`src/rtl/sop_regs.svh`:
```
`ifndef SOP_REGS_SVH
`define SOP_REGS_SVH
// Register offsets on the CPU and debug register port
`define SOP_ADDR_DBG 4'h0
`define SOP_ADDR_OPT1 4'h1
`define SOP_ADDR_OPT2 4'h2
`define SOP_ADDR_IDH 4'h3
`define SOP_ADDR_IDL 4'h4
`define SOP_ADDR_RSC 4'h5
// Field positions
`define SOP_DBG_BIT 0
// Reset values
`define SOP_OPT1_RST 8'hC0
`define SOP_OPT2_RST 8'h00
`define SOP_ZERO_BYTE 8'h00
// Watchdog clearing sequence bytes
`define SOP_CLR_FIRST 8'h55
`define SOP_CLR_SECOND 8'hAA
// Watchdog timeout codes
`define SOP_TO_OFF 2'h0
`define SOP_TO_ONE 2'h1
`define SOP_TO_TWO 2'h2
// Overflow counts on the 1 kHz clock
`define SOP_LPO_OVF1 19'h00020
`define SOP_LPO_OVF2 19'h00100
`define SOP_LPO_OVF3 19'h00400
// Counter steps
`define SOP_CNT_ONE 19'h00001
`define SOP_DIV_ONE 3'h1
`define SOP_DIV_OFF 3'h0
`endif

```
`src/rtl/sop_pkg.sv`:
```
package sop_pkg;
  // First options register layout
  typedef struct packed {
    logic [1:0] watchdog_timeout_sel;
    logic stop_allow;
    logic serial2_location_sel;
    logic twowire_location_sel;
    logic [2:0] rsvd;
  } sop_opt1_t;
  // Second options register layout
  typedef struct packed {
    logic watchdog_clock_sel;
    logic watchdog_window_en;
    logic rsvd5;
    logic converter_trigger_sel;
    logic rsvd3;
    logic [2:0] clock_out_divide;
  } sop_opt2_t;
  // Whole state of the register bank
  typedef struct packed {
    sop_opt1_t opt1;
    logic opt1_lock;
    sop_opt2_t opt2;
    logic opt2_lock;
    logic [18:0] wd_cnt;
    logic seq_armed;
    logic [2:0] lpo_sync;
    logic lpo_level;
    logic [7:0] rdata;
    logic dbg_rst;
    logic wd_rst;
    logic illegal_opcode_reset_rst;
  } sop_state_t;
  // Clock output divider state
  typedef struct packed {
    logic [2:0] cnt;
    logic clk;
    logic oe; // Registered pin enable
  } sop_div_t;
endpackage : sop_pkg

```
`src/rtl/sop_clkdiv.sv`:
```
`timescale 1ns/1ns
`default_nettype none
`include "sop_regs.svh"
module sop_clkdiv
  import sop_pkg::*;
(
  // Clock and reset
  input wire logic ref_clk_i,
  input wire logic rst_i,
  // Divide select
  input wire logic [2:0] divide_i,
  // Clock output pin
  output logic clk_o,
  output logic clk_oe_o
);
  sop_div_t s; // Registered state
  sop_div_t next_s; // Next state

  ////////////////////////////////////////////////////////////////////////
  // Toggle every divide_i bus cycles, giving bus / (2 * divide_i)
  always_comb
  begin
    next_s = s;
    // Pin enable follows the divide field one cycle later, with the parked level
    next_s.oe = (divide_i != `SOP_DIV_OFF);
    if (divide_i == `SOP_DIV_OFF)
    begin
      // Output parked low while disabled
      next_s.cnt = `SOP_DIV_OFF;
      next_s.clk = 1'b0;
    end
    else if (s.cnt >= divide_i - `SOP_DIV_ONE)
    begin
      // Half period done
      next_s.cnt = `SOP_DIV_OFF;
      next_s.clk = ~s.clk;
    end
    else
    begin
      next_s.cnt = s.cnt + `SOP_DIV_ONE;
    end
  end

  // State register
  always_ff @(posedge ref_clk_i or posedge rst_i)
  begin
    if (rst_i)
      s <= '0;
    else
      s <= next_s;
  end

  assign clk_o = s.clk;
  assign clk_oe_o = s.oe;
endmodule : sop_clkdiv
`default_nettype wire

```
`src/rtl/sop_top.sv`:
```
// Summary of operation
// - User writes to debug reset register ignored
// - Debug reset register always reads zero
// - Debug host writing bit0 forces reset
// - First options register is write-once, readable
// - Timeout field selects period; zero disables
// - Slow clock overflows at 32, 256, 1024
// - Clock select bit picks slow or bus
// - Window bit selects windowed watchdog mode
// - Early write in window mode causes reset
// - Window opens at three quarters of count
// - STOP while disallowed gives illegal opcode reset
// - Serial2 location bit routes its pins
// - Two-wire location bit routes its pins
// - Trigger select picks counter or pin
// - Zero divide field disables clock output
// - Clock out is bus over twice divide
// - Read-only part number identification registers
// - Identification holds a silicon revision number
// - 0x55 then 0xAA clears the watchdog
// - Any other value written resets when enabled
`timescale 1ns/1ns
`default_nettype none
`include "sop_regs.svh"
module sop_top
  import sop_pkg::*;
#(
  parameter int BUS_OVF1 = 8192, // Bus clock overflow, timeout 1
  parameter int BUS_OVF2 = 65536, // Bus clock overflow, timeout 2
  parameter int BUS_OVF3 = 262144, // Bus clock overflow, timeout 3
  parameter logic [11:0] PART_NUM = 12'hA5C, // Arbitrary value
  parameter logic [3:0] REV_NUM = 4'h1 // Arbitrary value
)
(
  // Clock and reset
  input wire logic ref_clk_i,
  input wire logic rst_i,
  // CPU register port
  input wire logic [3:0] cpu_addr_i,
  input wire logic cpu_wr_i,
  input wire logic cpu_rd_i,
  input wire logic [7:0] cpu_wdata_i,
  output logic [7:0] cpu_rdata_o,
  // Background debug write port
  input wire logic [3:0] bdm_addr_i,
  input wire logic bdm_wr_i,
  input wire logic [7:0] bdm_wdata_i,
  // Core events and 1 kHz clock pin
  input wire logic lpo_clk_i,
  input wire logic stop_exec_i,
  // Reset requests
  output logic debug_reset_o,
  output logic watchdog_reset_o,
  output logic illegal_opcode_reset_o,
  // Configuration outputs
  output logic stop_allow_o,
  output logic serial2_location_sel_o,
  output logic twowire_location_sel_o,
  output logic converter_trigger_sel_o,
  // Clock output on port A bit 0
  output logic port_a_bit0_o,
  output logic port_a_bit0_oe_o
);
  sop_state_t s; // Registered state
  sop_state_t next_s; // Next state
  logic wd_on; // Watchdog enabled
  logic lpo_agree; // Synchroniser stages agree
  logic lpo_rise; // Qualified 1 kHz rising edge
  logic wd_tick; // Watchdog count step
  logic [18:0] wd_limit; // Current overflow count
  logic [18:0] wd_open; // Current window open count
  logic wd_early; // Inside closed part of the window
  logic wr_rsc; // CPU write to reset cause address

  localparam sop_opt1_t OPT1_RST = `SOP_OPT1_RST;
  localparam sop_opt2_t OPT2_RST = `SOP_OPT2_RST;

  ////////////////////////////////////////////////////////////////////////
  // Helpers

  // Overflow count for the selected clock and timeout
  function automatic logic [18:0] ovf_count(input logic [1:0] sel, input logic bus);
    logic [18:0] r;
    r = `SOP_LPO_OVF3;
    unique case (sel)
      `SOP_TO_OFF: r = `SOP_LPO_OVF3;
      `SOP_TO_ONE: r = bus ? 19'(BUS_OVF1) : `SOP_LPO_OVF1;
      `SOP_TO_TWO: r = bus ? 19'(BUS_OVF2) : `SOP_LPO_OVF2;
      default: r = bus ? 19'(BUS_OVF3) : `SOP_LPO_OVF3;
    endcase
    return r;
  endfunction : ovf_count

  // Window opens after three quarters of the period
  function automatic logic [18:0] open_count(input logic [18:0] lim);
    return lim - (lim >> 2);
  endfunction : open_count

  ////////////////////////////////////////////////////////////////////////
  // Decoding used by the next-state logic
  always_comb
  begin
    wd_on = s.opt1.watchdog_timeout_sel != `SOP_TO_OFF;
    lpo_agree = s.lpo_sync[1] == s.lpo_sync[2];
    lpo_rise = lpo_agree && s.lpo_sync[2] && !s.lpo_level;
    // Bus clock steps every cycle, slow clock on its rising edges
    wd_tick = s.opt2.watchdog_clock_sel ? 1'b1 : lpo_rise;
    wd_limit = ovf_count(s.opt1.watchdog_timeout_sel, s.opt2.watchdog_clock_sel);
    wd_open = open_count(wd_limit);
    wd_early = s.opt2.watchdog_window_en && (s.wd_cnt < wd_open);
    wr_rsc = cpu_wr_i && (cpu_addr_i == `SOP_ADDR_RSC);
  end

  ////////////////////////////////////////////////////////////////////////
  // Next state
  always_comb
  begin
    next_s = s;
    // Reset requests are single-cycle pulses
    next_s.dbg_rst = 1'b0;
    next_s.wd_rst = 1'b0;
    next_s.illegal_opcode_reset_rst = 1'b0;

    // 1 kHz pin through three stages
    next_s.lpo_sync = {s.lpo_sync[1:0], lpo_clk_i};
    if (lpo_agree)
    begin
      next_s.lpo_level = s.lpo_sync[2];
    end

    // Watchdog counter
    if (!wd_on)
    begin
      // Disabled: hold at zero
      next_s.wd_cnt = '0;
      next_s.seq_armed = 1'b0;
    end
    else if (wd_tick)
    begin
      if (s.wd_cnt >= wd_limit - `SOP_CNT_ONE)
      begin
        // Overflow
        next_s.wd_rst = 1'b1;
        next_s.wd_cnt = '0;
      end
      else
      begin
        next_s.wd_cnt = s.wd_cnt + `SOP_CNT_ONE;
      end
    end

    // CPU writes; a clear below wins over the count step
    if (cpu_wr_i)
    begin
      unique case (cpu_addr_i)
        `SOP_ADDR_DBG:
        begin
          // User program cannot reach the debug bit
          next_s.dbg_rst = next_s.dbg_rst;
        end
        `SOP_ADDR_OPT1:
        begin
          // Only the first write after reset is taken
          if (!s.opt1_lock)
          begin
            next_s.opt1 = cpu_wdata_i;
            next_s.opt1.rsvd = '0;
          end
          next_s.opt1_lock = 1'b1;
        end
        `SOP_ADDR_OPT2:
        begin
          // Trigger and divide stay writable
          next_s.opt2.converter_trigger_sel = cpu_wdata_i[4];
          next_s.opt2.clock_out_divide = cpu_wdata_i[2:0];
          if (!s.opt2_lock)
          begin
            next_s.opt2.watchdog_clock_sel = cpu_wdata_i[7];
            next_s.opt2.watchdog_window_en = cpu_wdata_i[6];
          end
          next_s.opt2_lock = 1'b1;
        end
        `SOP_ADDR_RSC:
        begin
          if (wd_on)
          begin
            if (wd_early)
            begin
              // Any write before the window opens
              next_s.wd_rst = 1'b1;
              next_s.seq_armed = 1'b0;
            end
            else if (cpu_wdata_i == `SOP_CLR_FIRST)
            begin
              // First byte of the clearing pair
              next_s.seq_armed = 1'b1;
            end
            else if (cpu_wdata_i == `SOP_CLR_SECOND)
            begin
              // Second byte clears only after the first
              if (s.seq_armed)
              begin
                next_s.wd_cnt = '0;
                next_s.wd_rst = 1'b0;
              end
              next_s.seq_armed = 1'b0;
            end
            else
            begin
              // Any other value
              next_s.wd_rst = 1'b1;
              next_s.seq_armed = 1'b0;
            end
          end
        end
        default:
        begin
          // Read-only or unmapped: no effect
          next_s.seq_armed = s.seq_armed;
        end
      endcase
    end

    // Debug host force reset
    if (bdm_wr_i && (bdm_addr_i == `SOP_ADDR_DBG) && bdm_wdata_i[`SOP_DBG_BIT])
    begin
      next_s.dbg_rst = 1'b1;
    end

    // STOP while not allowed is an illegal opcode
    if (stop_exec_i && !s.opt1.stop_allow)
    begin
      next_s.illegal_opcode_reset_rst = 1'b1;
    end

    // Registered read data
    next_s.rdata = `SOP_ZERO_BYTE;
    if (cpu_rd_i)
    begin
      unique case (cpu_addr_i)
        `SOP_ADDR_DBG: next_s.rdata = `SOP_ZERO_BYTE;
        `SOP_ADDR_OPT1: next_s.rdata = s.opt1;
        `SOP_ADDR_OPT2: next_s.rdata = s.opt2;
        `SOP_ADDR_IDH: next_s.rdata = {REV_NUM, PART_NUM[11:8]};
        `SOP_ADDR_IDL: next_s.rdata = PART_NUM[7:0];
        default: next_s.rdata = `SOP_ZERO_BYTE;
      endcase
    end
  end

  ////////////////////////////////////////////////////////////////////////
  // State register
  always_ff @(posedge ref_clk_i or posedge rst_i)
  begin
    if (rst_i)
    begin
      s <= '0;
      s.opt1 <= OPT1_RST;
      s.opt2 <= OPT2_RST;
    end
    else
    begin
      s <= next_s;
    end
  end

  ////////////////////////////////////////////////////////////////////////
  // Clock output divider
  sop_clkdiv sop_clkdiv_inst (
    .ref_clk_i(ref_clk_i),
    .rst_i(rst_i),
    .divide_i(s.opt2.clock_out_divide),
    .clk_o(port_a_bit0_o),
    .clk_oe_o(port_a_bit0_oe_o)
  );

  ////////////////////////////////////////////////////////////////////////
  // Outputs straight from state
  assign cpu_rdata_o = s.rdata;
  assign debug_reset_o = s.dbg_rst;
  assign watchdog_reset_o = s.wd_rst;
  assign illegal_opcode_reset_o = s.illegal_opcode_reset_rst;
  assign stop_allow_o = s.opt1.stop_allow;
  assign serial2_location_sel_o = s.opt1.serial2_location_sel;
  assign twowire_location_sel_o = s.opt1.twowire_location_sel;
  assign converter_trigger_sel_o = s.opt2.converter_trigger_sel;
endmodule : sop_top
`default_nettype wire

```
`config.mk`:
```
export PLATFORM = sky130hd
export DESIGN_NAME = sop_top
export DESIGN_NICKNAME = d
export VERILOG_FILES = /design/src/rtl/sop_pkg.sv /design/src/rtl/sop_clkdiv.sv /design/src/rtl/sop_top.sv
export VERILOG_INCLUDE_DIRS = /design/src /design/src/rtl
export SDC_FILE = /design/constraint.sdc
export NUM_CORES = 1
export LEC_CHECK = 0
export BUFFER_PORTS_ARGS = -buffer_cell sky130_fd_sc_hd__clkbuf_2
export CORE_MARGIN = 4
export CORE_UTILIZATION = 50
export CTS_BUF_LIST = sky130_fd_sc_hd__clkbuf_4
export CTS_CLUSTER_DIAMETER = 80
export CTS_CLUSTER_SIZE = 28
export DETAILED_ROUTE_END_ITERATION = 8
export MAX_ROUTING_LAYER = met4
export PLACE_DENSITY = 0.77
export SLEW_MARGIN = 30
export SYNTH_ARGS = -nofsm -noshare
export SYNTH_HDL_FRONTEND = slang
export SYNTH_HIERARCHICAL = 1
export SYNTH_SLANG_ARGS = --single-unit
```
`constraint.sdc`:
```
create_clock -name ref_clk_i -period 3.5 [get_ports ref_clk_i]
set_clock_uncertainty 0.15 [all_clocks]
set_input_delay 0.175 -clock ref_clk_i [delete_from_list [all_inputs] [get_ports ref_clk_i]]
set_output_delay 0.175 -clock ref_clk_i [all_outputs]
set_load 0.05 [all_outputs]
```
==> results.md <==
Status
• complete, no violations — result of the run

Power and ir drop
• 2.15 mW — total power
• 0.359 — relative contribution of sequential cells to total power
• 0.473 — relative contribution of combinational cells to total power
• 0.267 mV — largest voltage drop on the vdd net
• 506 nW/um^2 — Pwr Density
• 1.28 mW — Cell Int Power
• 1.99 nW — cell leakage power
• 0.403 — switching share of total power
• 866 uW — Net Switching
• 0.168 — relative contribution of the clock network to total power

Clock network
• 0.38 ns — worst-skew pair later-pin latency
• 2 — total number of H-tree levels
• 53 — Clock Sink Count
• sky130_fd_sc_hd__clkbuf_4 — root buf cell
• 5 — CTS buffer count
• 2 — maximum clock path buffer count
• done — TritonCTS clock tree
• 0.16 ns — clock slew at the register clock pins of the worst setup and hold paths

Final layout
• 0.622 — utilization of the core after routing
• 0.281 — share of cells above drive strength 1
• 20.0% — area growth from synthesis to layout
• 498 — net count reported at finish
• 552 — Fill cells
• 0 — ant diodes

Hold path
• in -> reg — Tightest Hold Check Type
• cpu_rd_i — startpoint of the lowest-slack hold path

Setup path
• s[52]$_DFFE_PP1P_ — start point of the critical path
• and2b_1, nand2_2, inv_2, ha_2, or2_4, xor2_1, ha_1, a21o_1, a211oi_2, o2111ai_2, a21o_1, buf_6, buf_4, a31oi_1 — worst path cell trace
• sky130_fd_sc_hd__dfstp_2 — critical path's slowest cell
• register — endpoint kind of the worst setup timing path
• reg -> reg — Setup CP Type
• 3.66 ns — Required @ worst endpoint
• sky130_fd_sc_hd__a21o_1 — cell repeated most along the worst path
• register — nature of the critical path startpoint
• compound AO/OA/AOI/OAI gates — Largest delay share family, worst path
• 0.59 ns — Worst path max stage delay
• 3 — count of buffer and inverter cells on the critical path
• 5 — largest fanout on the critical path
• s[52]$_DFFE_PP1P_ — r2r startpoint
• 3.55 ns — arrival time at the worst endpoint

Die
• 6830 um^2 — area of the core
• 30 — number of placement rows
• 48 — I/O pin count
• 0.518 — initial core utilization
• 92.1 um — horizontal die dimension
• 8490 um^2 — Total Die Area
• 92.1 um — Die H

Run
• 0 — number of maximum-capacitance violations

Global routing
• 0 — number of antenna violations at the first check in global routing
• 13,300 um — first-pass GRT wire length
• 0.195 — Total GRT Usage
• 0 — global-route congestion overflow total
• 49 — maximum number of pins on one net before global-route repair
• 2,857 — number of global-route vias before repair

STA
• 0.113 ns — final worst-path setup slack
• 0 — max-slew violation count
• 0.968 — final worst path period share
• 3.39 ns — minimum clock period
• 0 — hold violation count in the final report
• 0.784 ns — worst slew pin tran
• 295 MHz — Fmax
• 0.473 — headroom to the max-slew limit
• 0 — number of setup violations in the final report

Route
• 4 — 1st-pass router iterations
• 0 — number of antenna-violating nets in the routed design
• 145 — initial DRC count
• 8210 um — Total Wirelength
• 15.6 um — average wire per cell in the routed design
• 5.50 — per-cell via count in the routed design
• 0 — Residual DRC
• 2,894 — routed via count

Synth
• 6 — number of warnings reported in the yosys synthesis log
• sky130_fd_sc_hd__dfrtp_1 — largest area contributor in the netlist
• 0.361 — Synth top area share
• 0 — number of enable-type register cells in the synthesized netlist
• 53 — register bit count reported by yosys
• 0.376 — part of the Yosys area used for sequential elements
• 432 — synthesized netlist net count
• 9.75 um^2 — average instance area after synthesis
• sky130_fd_sc_hd__dfrtp_1, sky130_fd_sc_hd__ha_1, sky130_fd_sc_hd__mux2_2 — top cells by area in the synthesized netlist
• sky130_fd_sc_hd__dfrtp_1 — dominant synthesized flop cell
• 1.00 — fraction of registers with async set or reset after synthesis
• 363 — cell count after synthesis
• 3540 um^2 — synthesized cell area
• 57 — Distinct cells, synth

Placement
• -0.154 ns — post-placement setup slack
• 0.932 — routability-driven placement congestion ratio
• 40 — count of port buffers added during placement
• 5930 um — Detailed Place HPWL

-- synth_stat cells, drive strengths merged (2+ instances only) --
master   count
dfrtp       51
ha          38
nor2        33
nand2       31
a21oi       16
inv         15
o21ai       15
nand3       13
and3        11
buf         11
mux2        11
xor2        10
nand4        9
nor2b        9
a21o         8
xnor2        8
nand2b       7
nor3         6
a31oi        5
clkbuf       5
a211oi       4
and2         4
nor4bb       4
or4          4
o211ai       3
or2          3
a2111oi      2
a21boi       2
a22oi        2
dfstp        2
o2111ai      2
o21a         2
o21bai       2
-- registers in the layout (all words and copies together) (netlist names), 2 cells and up --
| signal | cells |
|---|---|
| sop_clkdiv_inst/s | 3 |
| s | 31 |
| next_s | 2 |
| cpu_rdata_o | 8 |
-- power by group through the flow --
stage	sequential, mW	clock (mW)	combinational, mW
2_1_floorplan	0.841	0	0.609
3_5_place_dp	0.783	0	0.897
5_1_grt	0.783	0.393	1.11
3_3_place_gp	0.778	0	0.862
6_report	0.771	0.362	1.02
4_1_cts	0.770	0.369	0.932
-- what timing repair did --
action                                 CTS  global route
cloned                                   0             1
resized for setup                        4            18
hold buffers                            15             0
setup buffers                            2             5
setup endpoints to repair               20            21
pin swaps                                2             7
endpoints found under the hold margin   70             0
-- cells in the final DEF, fill, tap and decap left out, drive strengths merged, types with 2 or more instances in the layout --
cell | Yosys | final
nand2b | 7 | 7
dlygate4sd3 | 0 | 15
a21o | 8 | 9
and3 | 11 | 11
nor2b | 9 | 9
xor2 | 10 | 10
nor2 | 33 | 33
a21oi | 16 | 16
or2 | 3 | 3
ha | 38 | 38
nor3 | 6 | 6
o21a | 2 | 2
or4 | 4 | 4
a22oi | 2 | 2
xnor2 | 8 | 8
buf | 11 | 19
a2111oi | 2 | 2
a21boi | 2 | 2
o2111ai | 2 | 2
dfstp | 2 | 2
nand3 | 13 | 13
nand4 | 9 | 9
o21ai | 15 | 15
dfrtp | 51 | 51
a31oi | 5 | 5
and2 | 4 | 4
clkbuf | 5 | 45
o211ai | 3 | 3
nor4bb | 4 | 4
inv | 15 | 16
a211oi | 4 | 4
nand2 | 31 | 31
mux2 | 11 | 11
o21bai | 2 | 2
-- metal layers --
| metal | vias up | part of all wire | global-route usage |
|---|---|---|---|
| met2 | 72 | 0.49 | 0.310 |
| met3 | 14 | 0.043 | 0.0238 |
| met4 | 0 | 0.016 | 0.0557 |
| met5 | - | 0 | - |
| met1 | 1376 | 0.46 | 0.262 |
| li1 | 1432 | - | - |
-- worst min-delay path: cells and delay by family --
kind	cells	cell delay, ns
and+or+nand+nor	1	0.19
buffers and inverters	1	0.08
AOI/OAI and AO/OA	1	0.06
-- logic make-up (layout without fill, tap and decap cells) --
logic type / after synthesis / count (layout) / synth area share
buffers and inverters: 31 / 97 / 0.0456
AO/OA/AOI/OAI: 70 / 71 / 0.141
XOR/XNOR: 18 / 18 / 0.0446
AND/OR/NAND/NOR: 140 / 140 / 0.220
multiplexers: 12 / 12 / 0.0378
flip-flops: 53 / 53 / 0.376
other: 1 / 1 / 0.00106
adder cells (fa/ha/maj): 38 / 38 / 0.134
-- cell type report --
type                            count  area [um^2]  area share
Clock buffer                        5         37.5     0.00884
Clock inverter                      3         45.0      0.0106
Inverter                           15         58.8      0.0138
Multi-Input combinational cell    280         2150       0.506
Sequential cell                    53         1330       0.313
Tap cell                           96          120      0.0283
Timing Repair Buffer               74          509       0.120
-- final timing paths --
path	end	slack, ns	depth (start not counted)
hold / removal	cpu_rdata_o[4]$_DFF_PP0_	0.001	3
hold reg to reg	next_s[14]$_DFF_PP0_	0.22	0
max in group asynchronous	s[33]$_DFF_PP0_	2.56	3
min in group asynchronous	sop_clkdiv_inst/s[4]$_DFF_PP0_	0.07	3
setup reg to reg	s[19]$_DFF_PP0_	0.11	14
setup / recovery	s[19]$_DFF_PP0_	0.11	14
-- through the flow --
stage / cells / hold WS, ns / TNS (ns) / cell area (um^2)
2_1_floorplan: 363 / -0.196 / 0 / 3540
3_3_place_gp: 495 / -0.0732 / 0 / 3850
3_5_place_dp: 495 / -0.0480 / -1.86 / 3850
4_1_cts: 520 / 0.00383 / 0 / 4110
5_1_grt: 526 / 0.0324 / -0.0346 / 4250
6_report: 526 / 0.00136 / 0 / 4250
Power figures use the tool's default switching activity.
